## src/core/pll_serial_pkg.sv

```systemverilog
// package: field layout, select codes and constants of the serial register bank
package pll_serial_pkg;
   // word and select field
   localparam int WORD_W = 32;
   localparam int SEL_W = 3;
   localparam logic [2:0] SEL_INT_FRACTION_NUMERATOR = 3'h0;
   localparam logic [2:0] SEL_PHASE_MOD = 3'h1;
   localparam logic [2:0] SEL_REF_MODE = 3'h2;
   localparam logic [2:0] SEL_CLKDIV = 3'h3;
   localparam logic [2:0] SEL_FIXED = 3'h4;
   localparam logic [2:0] SEL_LOCKPIN = 3'h5;
   // register 0 fields
   localparam int INT_LSB = 15;
   localparam int INT_W = 16;
   localparam int FRACTION_NUMERATOR_LSB = 3;
   localparam int FRACTION_NUMERATOR_W = 12;
   // register 1 fields
   localparam int PHADJ_BIT = 28;
   localparam int PRESC_BIT = 27;
   localparam int PHASE_LSB = 15;
   localparam int PHASE_W = 12;
   localparam int MOD_LSB = 3;
   localparam int MOD_W = 12;
   // register 2 fields
   localparam int NOISE_LSB = 29;
   localparam int NOISE_W = 2;
   localparam int MUX_LSB = 26;
   localparam int MUX_W = 3;
   localparam int DBL_BIT = 25;
   localparam int HALF_BIT = 24;
   localparam int RCNT_LSB = 14;
   localparam int RCNT_W = 10;
   localparam int CP_LSB = 9;
   localparam int CP_W = 4;
   localparam int LDF_BIT = 8;
   localparam int LDP_BIT = 7;
   localparam int PDPOL_BIT = 6;
   localparam int PD_BIT = 5;
   localparam int CPTRI_BIT = 4;
   localparam int CRST_BIT = 3;
   // register 3 fields
   localparam int ABP_BIT = 22;
   localparam int CHGCAN_BIT = 21;
   localparam int CSR_BIT = 18;
   localparam int CLKMODE_LSB = 15;
   localparam int CLKMODE_W = 2;
   localparam int CLKDIV_LSB = 3;
   localparam int CLKDIV_W = 12;
   // register 5 fields
   localparam int LDPIN_LSB = 22;
   localparam int LDPIN_W = 2;

   // settings that take effect only with the next register 0 write
   typedef struct packed {
      logic [PHASE_W-1:0] phase_word;
      logic [MOD_W-1:0] fraction_modulus;
      logic reference_doubler;
      logic reference_halving;
      logic [RCNT_W-1:0] reference_count;
      logic [CP_W-1:0] pump_current;
   } double_buffered_field_s;

   // settings that act as soon as their word is latched
   typedef struct packed {
      logic phase_adjust_enable;
      logic prescaler_select;
      logic [NOISE_W-1:0] noise_mode;
      logic [MUX_W-1:0] monitor_output_select;
      logic lock_detect_function;
      logic lock_detect_precision;
      logic detector_polarity;
      logic power_down;
      logic pump_three_state;
      logic counter_reset;
      logic antibacklash_width;
      logic charge_cancel;
      logic cycle_slip_reduction;
      logic [CLKMODE_W-1:0] clock_div_mode;
      logic [CLKDIV_W-1:0] clock_div_value;
      logic [LDPIN_W-1:0] lock_pin_mode;
   } direct_field_s;
endpackage

```

## src/core/pll_serial_register_bank.sv

```systemverilog
// serial loaded configuration register bank with double buffered settings
`timescale 1ns/1ps
`default_nettype none

module pll_serial_register_bank (
   // clock and reset
   input wire logic sys_clk_i,
   input wire logic rst_i,
   // serial link pins
   input wire logic serial_clock_i,
   input wire logic serial_data_i,
   input wire logic latch_strobe_i,
   // divider and control settings toward the synthesizer core
   output logic [pll_serial_pkg::INT_W-1:0] integer_value_o,
   output logic [pll_serial_pkg::FRACTION_NUMERATOR_W-1:0] fraction_numerator_o,
   output pll_serial_pkg::double_buffered_field_s active_buffered_o,
   output pll_serial_pkg::direct_field_s direct_fields_o,
   // events toward the synthesizer core
   output logic divider_update_o,
   output logic phase_resync_o
);

   // synchronisers: the first stage is read by the second stage only
   logic [2:0] sync_a;
   logic [2:0] sync_b;

   // previous synchronised levels for edge detection
   logic sclk_prev;
   logic strobe_prev;

   // input shift register and the first buffer stage
   logic [pll_serial_pkg::WORD_W-1:0] shift_word;
   pll_serial_pkg::double_buffered_field_s pending_buffered;

   // decoded select, edges and latch events
   logic [pll_serial_pkg::SEL_W-1:0] sel;
   logic sclk_rise;
   logic strobe_rise;
   logic divider_latch;
   logic resync_enabled;

   // two flops per pin: the pins are asynchronous to the system clock, so a
   // link clock half period shorter than one system clock may be missed
   always_ff @(posedge sys_clk_i)
   begin
      if (rst_i)
      begin
         sync_a <= 3'h0;
         sync_b <= 3'h0;
      end
      else
      begin
         sync_a <= {latch_strobe_i, serial_data_i, serial_clock_i};
         sync_b <= sync_a;
      end
   end

   // edge history on the synchronised levels
   // reset to the idle low level of the pins, so no false edge follows reset
   always_ff @(posedge sys_clk_i)
   begin
      if (rst_i)
      begin
         sclk_prev <= 1'b0;
         strobe_prev <= 1'b0;
      end
      else
      begin
         sclk_prev <= sync_b[0];
         strobe_prev <= sync_b[2];
      end
   end

   // rising edges of the synchronised pins, and the select field of the word
   assign sclk_rise = sync_b[0] & ~sclk_prev;
   assign strobe_rise = sync_b[2] & ~strobe_prev;
   assign sel = shift_word[pll_serial_pkg::SEL_W-1:0];
   // register 0 latch, and the resync mode chosen by registers 1 and 3
   assign divider_latch = strobe_rise && sel == pll_serial_pkg::SEL_INT_FRACTION_NUMERATOR;
   assign resync_enabled = !direct_fields_o.phase_adjust_enable
      && direct_fields_o.clock_div_mode != 2'h0;

   // data and clock pass the same synchroniser depth, so data is stable at the edge
   // a frame longer than 32 bits keeps only its last 32
   always_ff @(posedge sys_clk_i)
   begin
      if (rst_i)
         shift_word <= 32'h0000_0000;
      else if (sclk_rise)
         shift_word <= {shift_word[pll_serial_pkg::WORD_W-2:0], sync_b[1]};
   end

   // register 0: integer and fraction, applied immediately
   // no range check here: the host keeps the integer legal for its prescaler
   always_ff @(posedge sys_clk_i)
   begin
      if (rst_i)
      begin
         integer_value_o <= 16'h0000;
         fraction_numerator_o <= 12'h000;
      end
      else if (strobe_rise && sel == pll_serial_pkg::SEL_INT_FRACTION_NUMERATOR)
      begin
         // upper bit 31 is reserved and ignored
         integer_value_o <= shift_word[pll_serial_pkg::INT_LSB +: pll_serial_pkg::INT_W];
         fraction_numerator_o <= shift_word[pll_serial_pkg::FRACTION_NUMERATOR_LSB +: pll_serial_pkg::FRACTION_NUMERATOR_W];
      end
   end

   // first stage of the double buffer: registers 1 and 2 fill the pending copy
   // registers 1 and 2 may come in either order before the register 0 write
   always_ff @(posedge sys_clk_i)
   begin
      if (rst_i)
         pending_buffered <= '0;
      else if (strobe_rise && sel == pll_serial_pkg::SEL_PHASE_MOD)
      begin
         pending_buffered.phase_word <=
            shift_word[pll_serial_pkg::PHASE_LSB +: pll_serial_pkg::PHASE_W];
         pending_buffered.fraction_modulus <=
            shift_word[pll_serial_pkg::MOD_LSB +: pll_serial_pkg::MOD_W];
      end
      else if (strobe_rise && sel == pll_serial_pkg::SEL_REF_MODE)
      begin
         pending_buffered.reference_doubler <= shift_word[pll_serial_pkg::DBL_BIT];
         pending_buffered.reference_halving <= shift_word[pll_serial_pkg::HALF_BIT];
         // full 10-bit count kept; ratio 1..1023 is used as written
         pending_buffered.reference_count <=
            shift_word[pll_serial_pkg::RCNT_LSB +: pll_serial_pkg::RCNT_W];
         pending_buffered.pump_current <=
            shift_word[pll_serial_pkg::CP_LSB +: pll_serial_pkg::CP_W];
      end
   end

   // second stage: the pending copy goes live only with a register 0 write
   // a register 0 write with no new register 1 or 2 word reloads the same copy
   always_ff @(posedge sys_clk_i)
   begin
      if (rst_i)
         active_buffered_o <= '0;
      else if (strobe_rise && sel == pll_serial_pkg::SEL_INT_FRACTION_NUMERATOR)
         active_buffered_o <= pending_buffered;
   end

   // fields that act as soon as their word is latched
   always_ff @(posedge sys_clk_i)
   begin
      if (rst_i)
         direct_fields_o <= '0;
      else if (strobe_rise)
      begin
         case (sel)
            pll_serial_pkg::SEL_PHASE_MOD:
            begin
               direct_fields_o.phase_adjust_enable <= shift_word[pll_serial_pkg::PHADJ_BIT];
               direct_fields_o.prescaler_select <= shift_word[pll_serial_pkg::PRESC_BIT];
            end
            pll_serial_pkg::SEL_REF_MODE:
            begin
               direct_fields_o.noise_mode <=
                  shift_word[pll_serial_pkg::NOISE_LSB +: pll_serial_pkg::NOISE_W];
               direct_fields_o.monitor_output_select <=
                  shift_word[pll_serial_pkg::MUX_LSB +: pll_serial_pkg::MUX_W];
               direct_fields_o.lock_detect_function <= shift_word[pll_serial_pkg::LDF_BIT];
               direct_fields_o.lock_detect_precision <= shift_word[pll_serial_pkg::LDP_BIT];
               direct_fields_o.detector_polarity <= shift_word[pll_serial_pkg::PDPOL_BIT];
               direct_fields_o.power_down <= shift_word[pll_serial_pkg::PD_BIT];
               direct_fields_o.pump_three_state <= shift_word[pll_serial_pkg::CPTRI_BIT];
               direct_fields_o.counter_reset <= shift_word[pll_serial_pkg::CRST_BIT];
            end
            pll_serial_pkg::SEL_CLKDIV:
            begin
               direct_fields_o.antibacklash_width <= shift_word[pll_serial_pkg::ABP_BIT];
               direct_fields_o.charge_cancel <= shift_word[pll_serial_pkg::CHGCAN_BIT];
               direct_fields_o.cycle_slip_reduction <= shift_word[pll_serial_pkg::CSR_BIT];
               direct_fields_o.clock_div_mode <=
                  shift_word[pll_serial_pkg::CLKMODE_LSB +: pll_serial_pkg::CLKMODE_W];
               direct_fields_o.clock_div_value <=
                  shift_word[pll_serial_pkg::CLKDIV_LSB +: pll_serial_pkg::CLKDIV_W];
            end
            pll_serial_pkg::SEL_LOCKPIN:
               direct_fields_o.lock_pin_mode <=
                  shift_word[pll_serial_pkg::LDPIN_LSB +: pll_serial_pkg::LDPIN_W];
            // register 4 holds only fixed bits; codes 6 and 7 latch nothing
            default:
               direct_fields_o <= direct_fields_o;
         endcase
      end
   end

   // one-cycle events for the core: divider reload and optional phase resync
   // registered, so the pulses line up with the new divider settings
   always_ff @(posedge sys_clk_i)
   begin
      if (rst_i)
      begin
         divider_update_o <= 1'b0;
         phase_resync_o <= 1'b0;
      end
      else
      begin
         divider_update_o <= divider_latch;
         // resync only when phase adjust is off and resync mode is chosen
         phase_resync_o <= divider_latch && resync_enabled;
      end
   end

endmodule
`default_nettype wire

```

## config.mk

```make
export PLATFORM = sky130hd
export DESIGN_NAME = pll_serial_register_bank
export DESIGN_NICKNAME = d
export VERILOG_FILES = /design/src/core/pll_serial_pkg.sv /design/src/core/pll_serial_register_bank.sv
export SDC_FILE = /design/constraint.sdc
export NUM_CORES = 1
export LEC_CHECK = 0
export ABC_CLOCK_PERIOD_IN_PS = 3100
export BUFFER_PORTS_ARGS = -buffer_cell sky130_fd_sc_hd__buf_2
export CAP_MARGIN = 20
export CORE_MARGIN = 2
export CORE_UTILIZATION = 55
export DETAILED_ROUTE_END_ITERATION = 10
export MAX_ROUTING_LAYER = met4
export PLACE_DENSITY = 0.78
export SLEW_MARGIN = 20
export SYNTH_ARGS = -nofsm -noshare
export SYNTH_HDL_FRONTEND = slang
export SYNTH_SLANG_ARGS = --single-unit
```

## constraint.sdc

```tcl
create_clock -name sys_clk_i -period 3.1 [get_ports sys_clk_i]
set_input_delay 0.155 -clock sys_clk_i [delete_from_list [all_inputs] [get_ports sys_clk_i]]
set_output_delay 0.155 -clock sys_clk_i [all_outputs]
set_load 0.02 [all_outputs]
```

==> impl_metrics.py, run 1 <==
metrics = {
    "critical_path": {
        "path_class": "reg -> reg",
        "worstPathArrival_ns": 2.44,
        "startpoint_type": "flip-flop",
        "crit_chain": "nand2b_1, or4_2, buf_4, mux2i_1",
        "crit_slowest_cell": "or4_2",
        "crit_family": "simple AND/OR/NAND/NOR gates",
        "required_ns": 3.39,
        "endpoint_kind": "flip-flop",
        "slowest_delay_ns": 0.90,
        "worstPathMaxFanout": 25,
        "path_buf_inv": 1,
    },
    "logic_synthesis": {
        "seq_area_frac_synth_pct": 53.09,
        "avgSynthCellArea_um2": 10.53,
        "synthesis.area_um2": 6825,
        "synth_fp_nets": 653,
        "yosys_warnings": 0,
        "synth_cells": 648,
        "ys_types": 17,
        "ys_ff_latch": 181,
    },
    "power_and_ir_drop": {
        "p_sw_uw": 935.7,
        "cellInternalPower_uw": 3510,
        "p_per_area_nw_per_um2": 554.0,
        "p_seq_share_pct": 52.5,
        "switching_share_pct": 21.05,
        "power_uw": 4446,
        "combPwrFrac_pct": 2.8,
        "clkPwrFrac_pct": 44.7,
        "ir_drop_v": 0.0003102,
        "p_leak_uw": 0.003795,
    },
    "place": {
        "dp_hpwl_um": 9108,
        "port_buffers": 106,
        "place_congestion": 0.7894,
    },
    "clock_tree": {
        "ctsHtreeMaxLevel": 4,
        "clkTransAtPathRegs_ns": 0.07,
        "clkLatencyLatePin_ns": 0.42,
        "cts.sinks": 181,
        "post-cts-setup-buffer-count": 0,
        "clk_path_buf_depth": 2,
        "cts_tree": "built",
        "cts_made_buffers": 17,
        "postCtsHoldBufs": 3,
        "cts_root_buf": "clkbuf_16",
        "cts_resized": 0,
    },
    "floorplanning": {
        "io-pin-count": 107,
        "die_y_um": 115.4,
        "start_util_pct": 56.59,
        "fp.dieW_um": 115.4,
        "row_count": 40,
        "core_area_um2": 12060,
        "die-area_um2": 13320,
    },
    "sta": {
        "tns_ns": 0,
        "maxSlewViolCount": 0,
        "post-route-min-period_ns": 2.158,
        "fin_worst_skew_ns": 0.01014,
        "rsz0062_at_grt": "no",
        "max_freq_ghz": 0.4634,
        "finalSetupViolCount": 0,
        "tightestPinTransition_ns": 0.9233,
        "finalHoldViolCount": 0,
        "hold_slack_ns": 0.3515,
        "period_share_pct": 69.62,
        "slew_headroom_pct": 38.23,
    },
    "finish": {
        "fin_nets": 748,
        "final_cell_mix": "dfxtp_1, nand2b_1, mux2i_1",
        "antenna_cells": 0,
        "n_fill_cell": 963,
        "final_common_cell": "dfxtp_1",
        "area_delta_synth_final_pct": 17.58,
        "drive_above_1_share_pct": 20.26,
    },
    "drt": {
        "ant_nets": 0,
        "wl_per_cell_um": 14.97,
        "drc": 0,
        "via_per_inst": 5.015,
        "vias": 4629,
        "wirelength_um": 13820,
        "firstDrtPassIters": 6,
        "drt_iter0_markers": 269,
    },
    "grt": {
        "grt_pass1_wl_um": 22570,
        "antenna_found_initial": 0,
        "grtUsageTotal_pct": 22.31,
        "grt_max_degree": 116,
        "met1_usage_pct": 29.46,
        "busiest_layer": "met2",
        "grt_pass1_vias": 4504,
        "grt_overflow": 0,
        "use_met2_pct": 34.81,
        "grt_util_met3_pct": 4.533,
    },
    "status": {
        "status": "complete, no violations",
    },
    "run": {
        "max_cap_violations": 0,
    },
    "hold_path": {
        "hold_path.class": "in -> reg",
    },
}
[cell usage after synthesis]
master,n,area (um2)
nand2_1,63,236.5
clkbuf_1,25,93.84
a21oi_1,31,155.2
nor2_1,2,7.510
nand2b_1,170,1064
nand3_1,1,5.000
or4_1,1,7.510
mux2i_1,140,1401
dfxtp_1,181,3623
nor3b_2,1,12.51
buf_4,3,22.52
nor4_1,2,12.51
nand4b_1,1,8.760
buf_2,12,60.06
nor2b_1,10,62.56
nand3b_1,1,7.510
buf_6,4,45.04
[power groups by stage]
stage,clock (uW),sequential [uW],combinational [uW]
final,1990,2330,125
after global routing,2130,2330,134
after CTS,2020,2330,125
after detailed placement,0,2380,122
after global placement,0,2380,119
after floorplan,0,2380,104
[cell families (layout without fill, tap and decap cells)]
family	after synthesis	in the layout	synth area share, %
DFF	181	181	53.09
AOI/OAI and AO/OA	31	31	2.273
and+or+nand+nor	252	252	20.86
buffers and inverters	44	151	3.245
muxes	140	140	20.53
[through the flow]
stage	cells	instance area [um2]	setup WS (ns)	util, %
floorplan	648	6825	1.718	-
global placement	889	7442	1.029	61.70
detailed placement	889	7442	0.9573	61.70
CTS	923	8023	0.9523	66.51
global route	923	8025	0.8802	66.54
finish	923	8025	0.9418	66.54
[per-layer routing]
| metal | vias up | part of all wire, % |
|---|---|---|
| li1 | 2318 | - |
| met1 | 2203 | 47 |
| met2 | 96 | 48 |
| met3 | 12 | 3.8 |
| met4 | 0 | 0.92 |
| met5 | - | 0 |
[cell type report]
class	instances	area (um2)	area share (%)
multi-input combinational	423	2995	37.32
clock inverter	12	107.6	1.341
clock buffer	19	442.9	5.519
tap	168	210.2	2.619
timing repair buffer	120	645.6	8.045
sequential	181	3623	45.15
[registers in the layout, indices dropped and copies added, names as in the netlist]
signal / cells
fraction_numerator_o: 12
divider_update_o: 1
direct_fields_o: 32
sync_b: 3
active_buffered_o: 40
pending_buffered: 40
shift_word: 31
sclk_prev: 1
strobe_prev: 1
sync_a: 3
integer_value_o: 16
phase_resync_o: 1
[worst paths after layout]
path	slack, ns	endpoint	start	cells past startpoint
min reg2reg	0.43	shift_word[0]	sync_b[1]	2
max	0.94	active_buffered_o[6]	strobe_prev	4
min	0.35	shift_word[29]	rst_i	2
max reg2reg	0.94	active_buffered_o[6]	strobe_prev	4
(Power assumes the default switching activity.)
==> inputs of run 2 (changes only) <==
Settings changed: ABC_AREA from default to 1, ABC_CLOCK_PERIOD_IN_PS 3100 to 2200.
Clock period 3.1 ns to 2.2 ns, I/O delays scaled along.
==> run 2 against run 1 <==
Core utilization fell by 0.84 points. Sequential power rose by 48%. Worst setup slack got worse by 0.33 ns. Power rose by 59%. Largest power group unchanged. Critical endpoint is now direct_fields_o[29].
==> impl_metrics.py, run 2 <==
metrics = {
    "drt": {
        "wl_per_cell_um": 13.38,
        "drc": 0,
        "firstDrtPassIters": 5,
        "vias": 6263,
        "ant_nets": 0,
        "drt_iter0_markers": 430,
        "via_per_inst": 5.051,
        "wirelength_um": 16590,
    },
    "power_and_ir_drop": {
        "ir_drop_v": 0.0005572,
        "p_leak_uw": 0.003585,
        "p_per_area_nw_per_um2": 861.7,
    },
    "floorplanning": {
        "die-area_um2": 13630,
        "start_util_pct": 55.84,
        "core_area_um2": 12520,
        "die_y_um": 116.7,
        "io-pin-count": 107,
        "fp.dieW_um": 116.7,
        "row_count": 41,
    },
    "sta": {
        "maxSlewViolCount": 0,
        "tightestPinTransition_ns": 0.7102,
        "finalWorstSetupSlack_ns": 0.6092,
        "finalHoldViolCount": 0,
        "hold_slack_ns": 0.4072,
        "tns_ns": 0,
        "slew_headroom_pct": 52.65,
        "post-route-min-period_ns": 1.591,
        "finalSetupViolCount": 0,
        "fin_worst_skew_ns": 0.007224,
        "max_freq_ghz": 0.6286,
        "period_share_pct": 72.31,
        "rsz0062_at_grt": "no",
    },
    "critical_path": {
        "worstPathArrival_ns": 1.95,
        "r2r-start": "shift_word[1]",
        "worstPathMaxFanout": 27,
        "r2r_end": "direct_fields_o[29]",
        "r2r_slack_ns": 0.61,
        "ff2ff_path_depth": 6,
        "startpoint_type": "flip-flop",
        "endpoint_kind": "flip-flop",
        "required_ns": 2.56,
        "path_class": "reg -> reg",
    },
    "logic_synthesis": {
        "async_flop_share_pct": 0,
        "synth_ff_type": "dfxtp_1",
        "post-synth-top-count-cell": "nor2_1",
        "synth_fp_nets": 986,
        "ys_types": 17,
        "synth_cells": 981,
        "yosysTopAreaCellShare_pct": 51.84,
        "yosys-top-cells-count": "nor2_1, dfxtp_1, nand2_1",
        "synthesis.area_um2": 6989,
        "yosys.area.top_type": "dfxtp_1",
        "synth-edff-count": 0,
        "ys_ff_latch": 181,
        "avgSynthCellArea_um2": 7.125,
        "yosys_warnings": 0,
        "seq_area_frac_synth_pct": 51.84,
        "netlist_top_cells_area": "dfxtp_1, nor2_1, nand3_1",
    },
    "grt": {
        "grt_pass1_wl_um": 27110,
        "antenna_found_initial": 0,
        "busiest_layer": "met2",
        "grtUsageTotal_pct": 26.17,
        "grt_overflow": 0,
        "met1_usage_pct": 32.14,
        "grt_pass1_vias": 5668,
        "grt_max_degree": 78,
        "grt_util_met3_pct": 5.605,
        "use_met2_pct": 41.97,
    },
    "clock_tree": {
        "cts_tree": "built",
        "cts_made_buffers": 17,
        "clkTransAtPathRegs_ns": 0.06,
        "cts_root_buf": "clkbuf_16",
        "cts.sinks": 181,
        "ctsHtreeMaxLevel": 4,
        "clk_path_buf_depth": 2,
        "clkLatencyLatePin_ns": 0.43,
        "cts_resized": 0,
    },
    "status": {
        "status": "complete, no violations",
    },
    "finish": {
        "area_delta_synth_final_pct": 17.65,
        "fin_nets": 1062,
        "design_area_um2": 8223,
        "antenna_cells": 0,
        "n_fill_cell": 1152,
        "final_cell_mix": "nor2_1, dfxtp_1, nand2_1",
        "final_common_cell": "nor2_1",
        "drive_above_1_share_pct": 14.98,
        "top_regs": "active_buffered_o (40), pending_buffered (40), direct_fields_o (32)",
    },
    "hold_path": {
        "min_path_cells": 2,
        "hold_path.class": "reg -> reg",
        "hold-path-endpoint": "sync_b[1]",
        "worstHoldStart": "sync_a[1]",
    },
    "run": {
        "max_cap_violations": 0,
    },
    "place": {
        "place_congestion": 0.8146,
        "pre_cts_ws_ns": 0.6200,
        "port_buffers": 106,
        "dp_hpwl_um": 10210,
        "placed_cell_area_um2": 7589,
    },
}
==> run 2: final cells by class <==
class	instances	area, um2	share of cell area (%)
flip-flops and latches	181	3623	44.07
well taps	172	215.2	2.617
multi-input cells	648	2766	33.64
repair buffers	123	708.2	8.612
inverters	86	325.3	3.956
clock inverters	8	100.1	1.217
clock buffers	22	484.2	5.889
==> run 2: layer usage <==
metal | part of all wire [%] | vias to the layer above
li1 | - | 3201
met3 | 6.2 | 33
met4 | 2.4 | 0
met1 | 43 | 2857
met2 | 49 | 172
met5 | 0 | -
==> run 2: cell families (layout without fill, tap and decap cells) <==
group           Yosys count  count (layout)  share of synthesized area (%)
compound gates           80              80                          5.764
buf+inv                 152             239                          8.861
flops                   181             181                          51.84
simple gates            568             568                          33.53
==> run 2: per-stage QoR <==
| step | total power [uW] | util, % | instances |
|---|---|---|---|
| global placement | 4138 | 60.63 | 1205 |
| finish | 7086 | 65.69 | 1240 |
| global route | 7347 | 65.69 | 1240 |
| CTS | 7103 | 65.69 | 1240 |
| floorplan | 3968 | - | 981 |
| detailed placement | 4149 | 60.63 | 1205 |
==> run 2: worst max-delay path, cell delays in order, from the launching register on <==
cell	delay [ns]
dfxtp_1	0.49
inv_2	0.11
nor2_4	0.10
inv_2	0.05
nor2_4	0.54
nor2_1	0.09
nor2_1	0.14
==> run 2: repair_timing <==
item	CTS	global route
hold endpoints to repair	4	0
hold buffers	5	0
buffers inserted	0	0
==> run 2: power by group <==
part           switching [uW]  internal (uW)  leakage [uW]
Combinational             452            194       0.00183
Clock                    1220           1780      0.000288
Sequential               56.3           3390       0.00147
Total                    1730           5360       0.00358
==> run 2: worst max path at each step <==
stage / startpoint / to / slack (ns)
2_1_floorplan: shift_word[0] / integer_value_o[10] / 0.92
3_3_place_gp: shift_word[0] / pending_buffered[21] / 0.68
3_5_place_dp: shift_word[2] / direct_fields_o[24] / 0.62
4_1_cts: shift_word[2] / direct_fields_o[29] / 0.59
5_1_grt: shift_word[2] / direct_fields_o[22] / 0.46
6_report: shift_word[1] / direct_fields_o[29] / 0.61
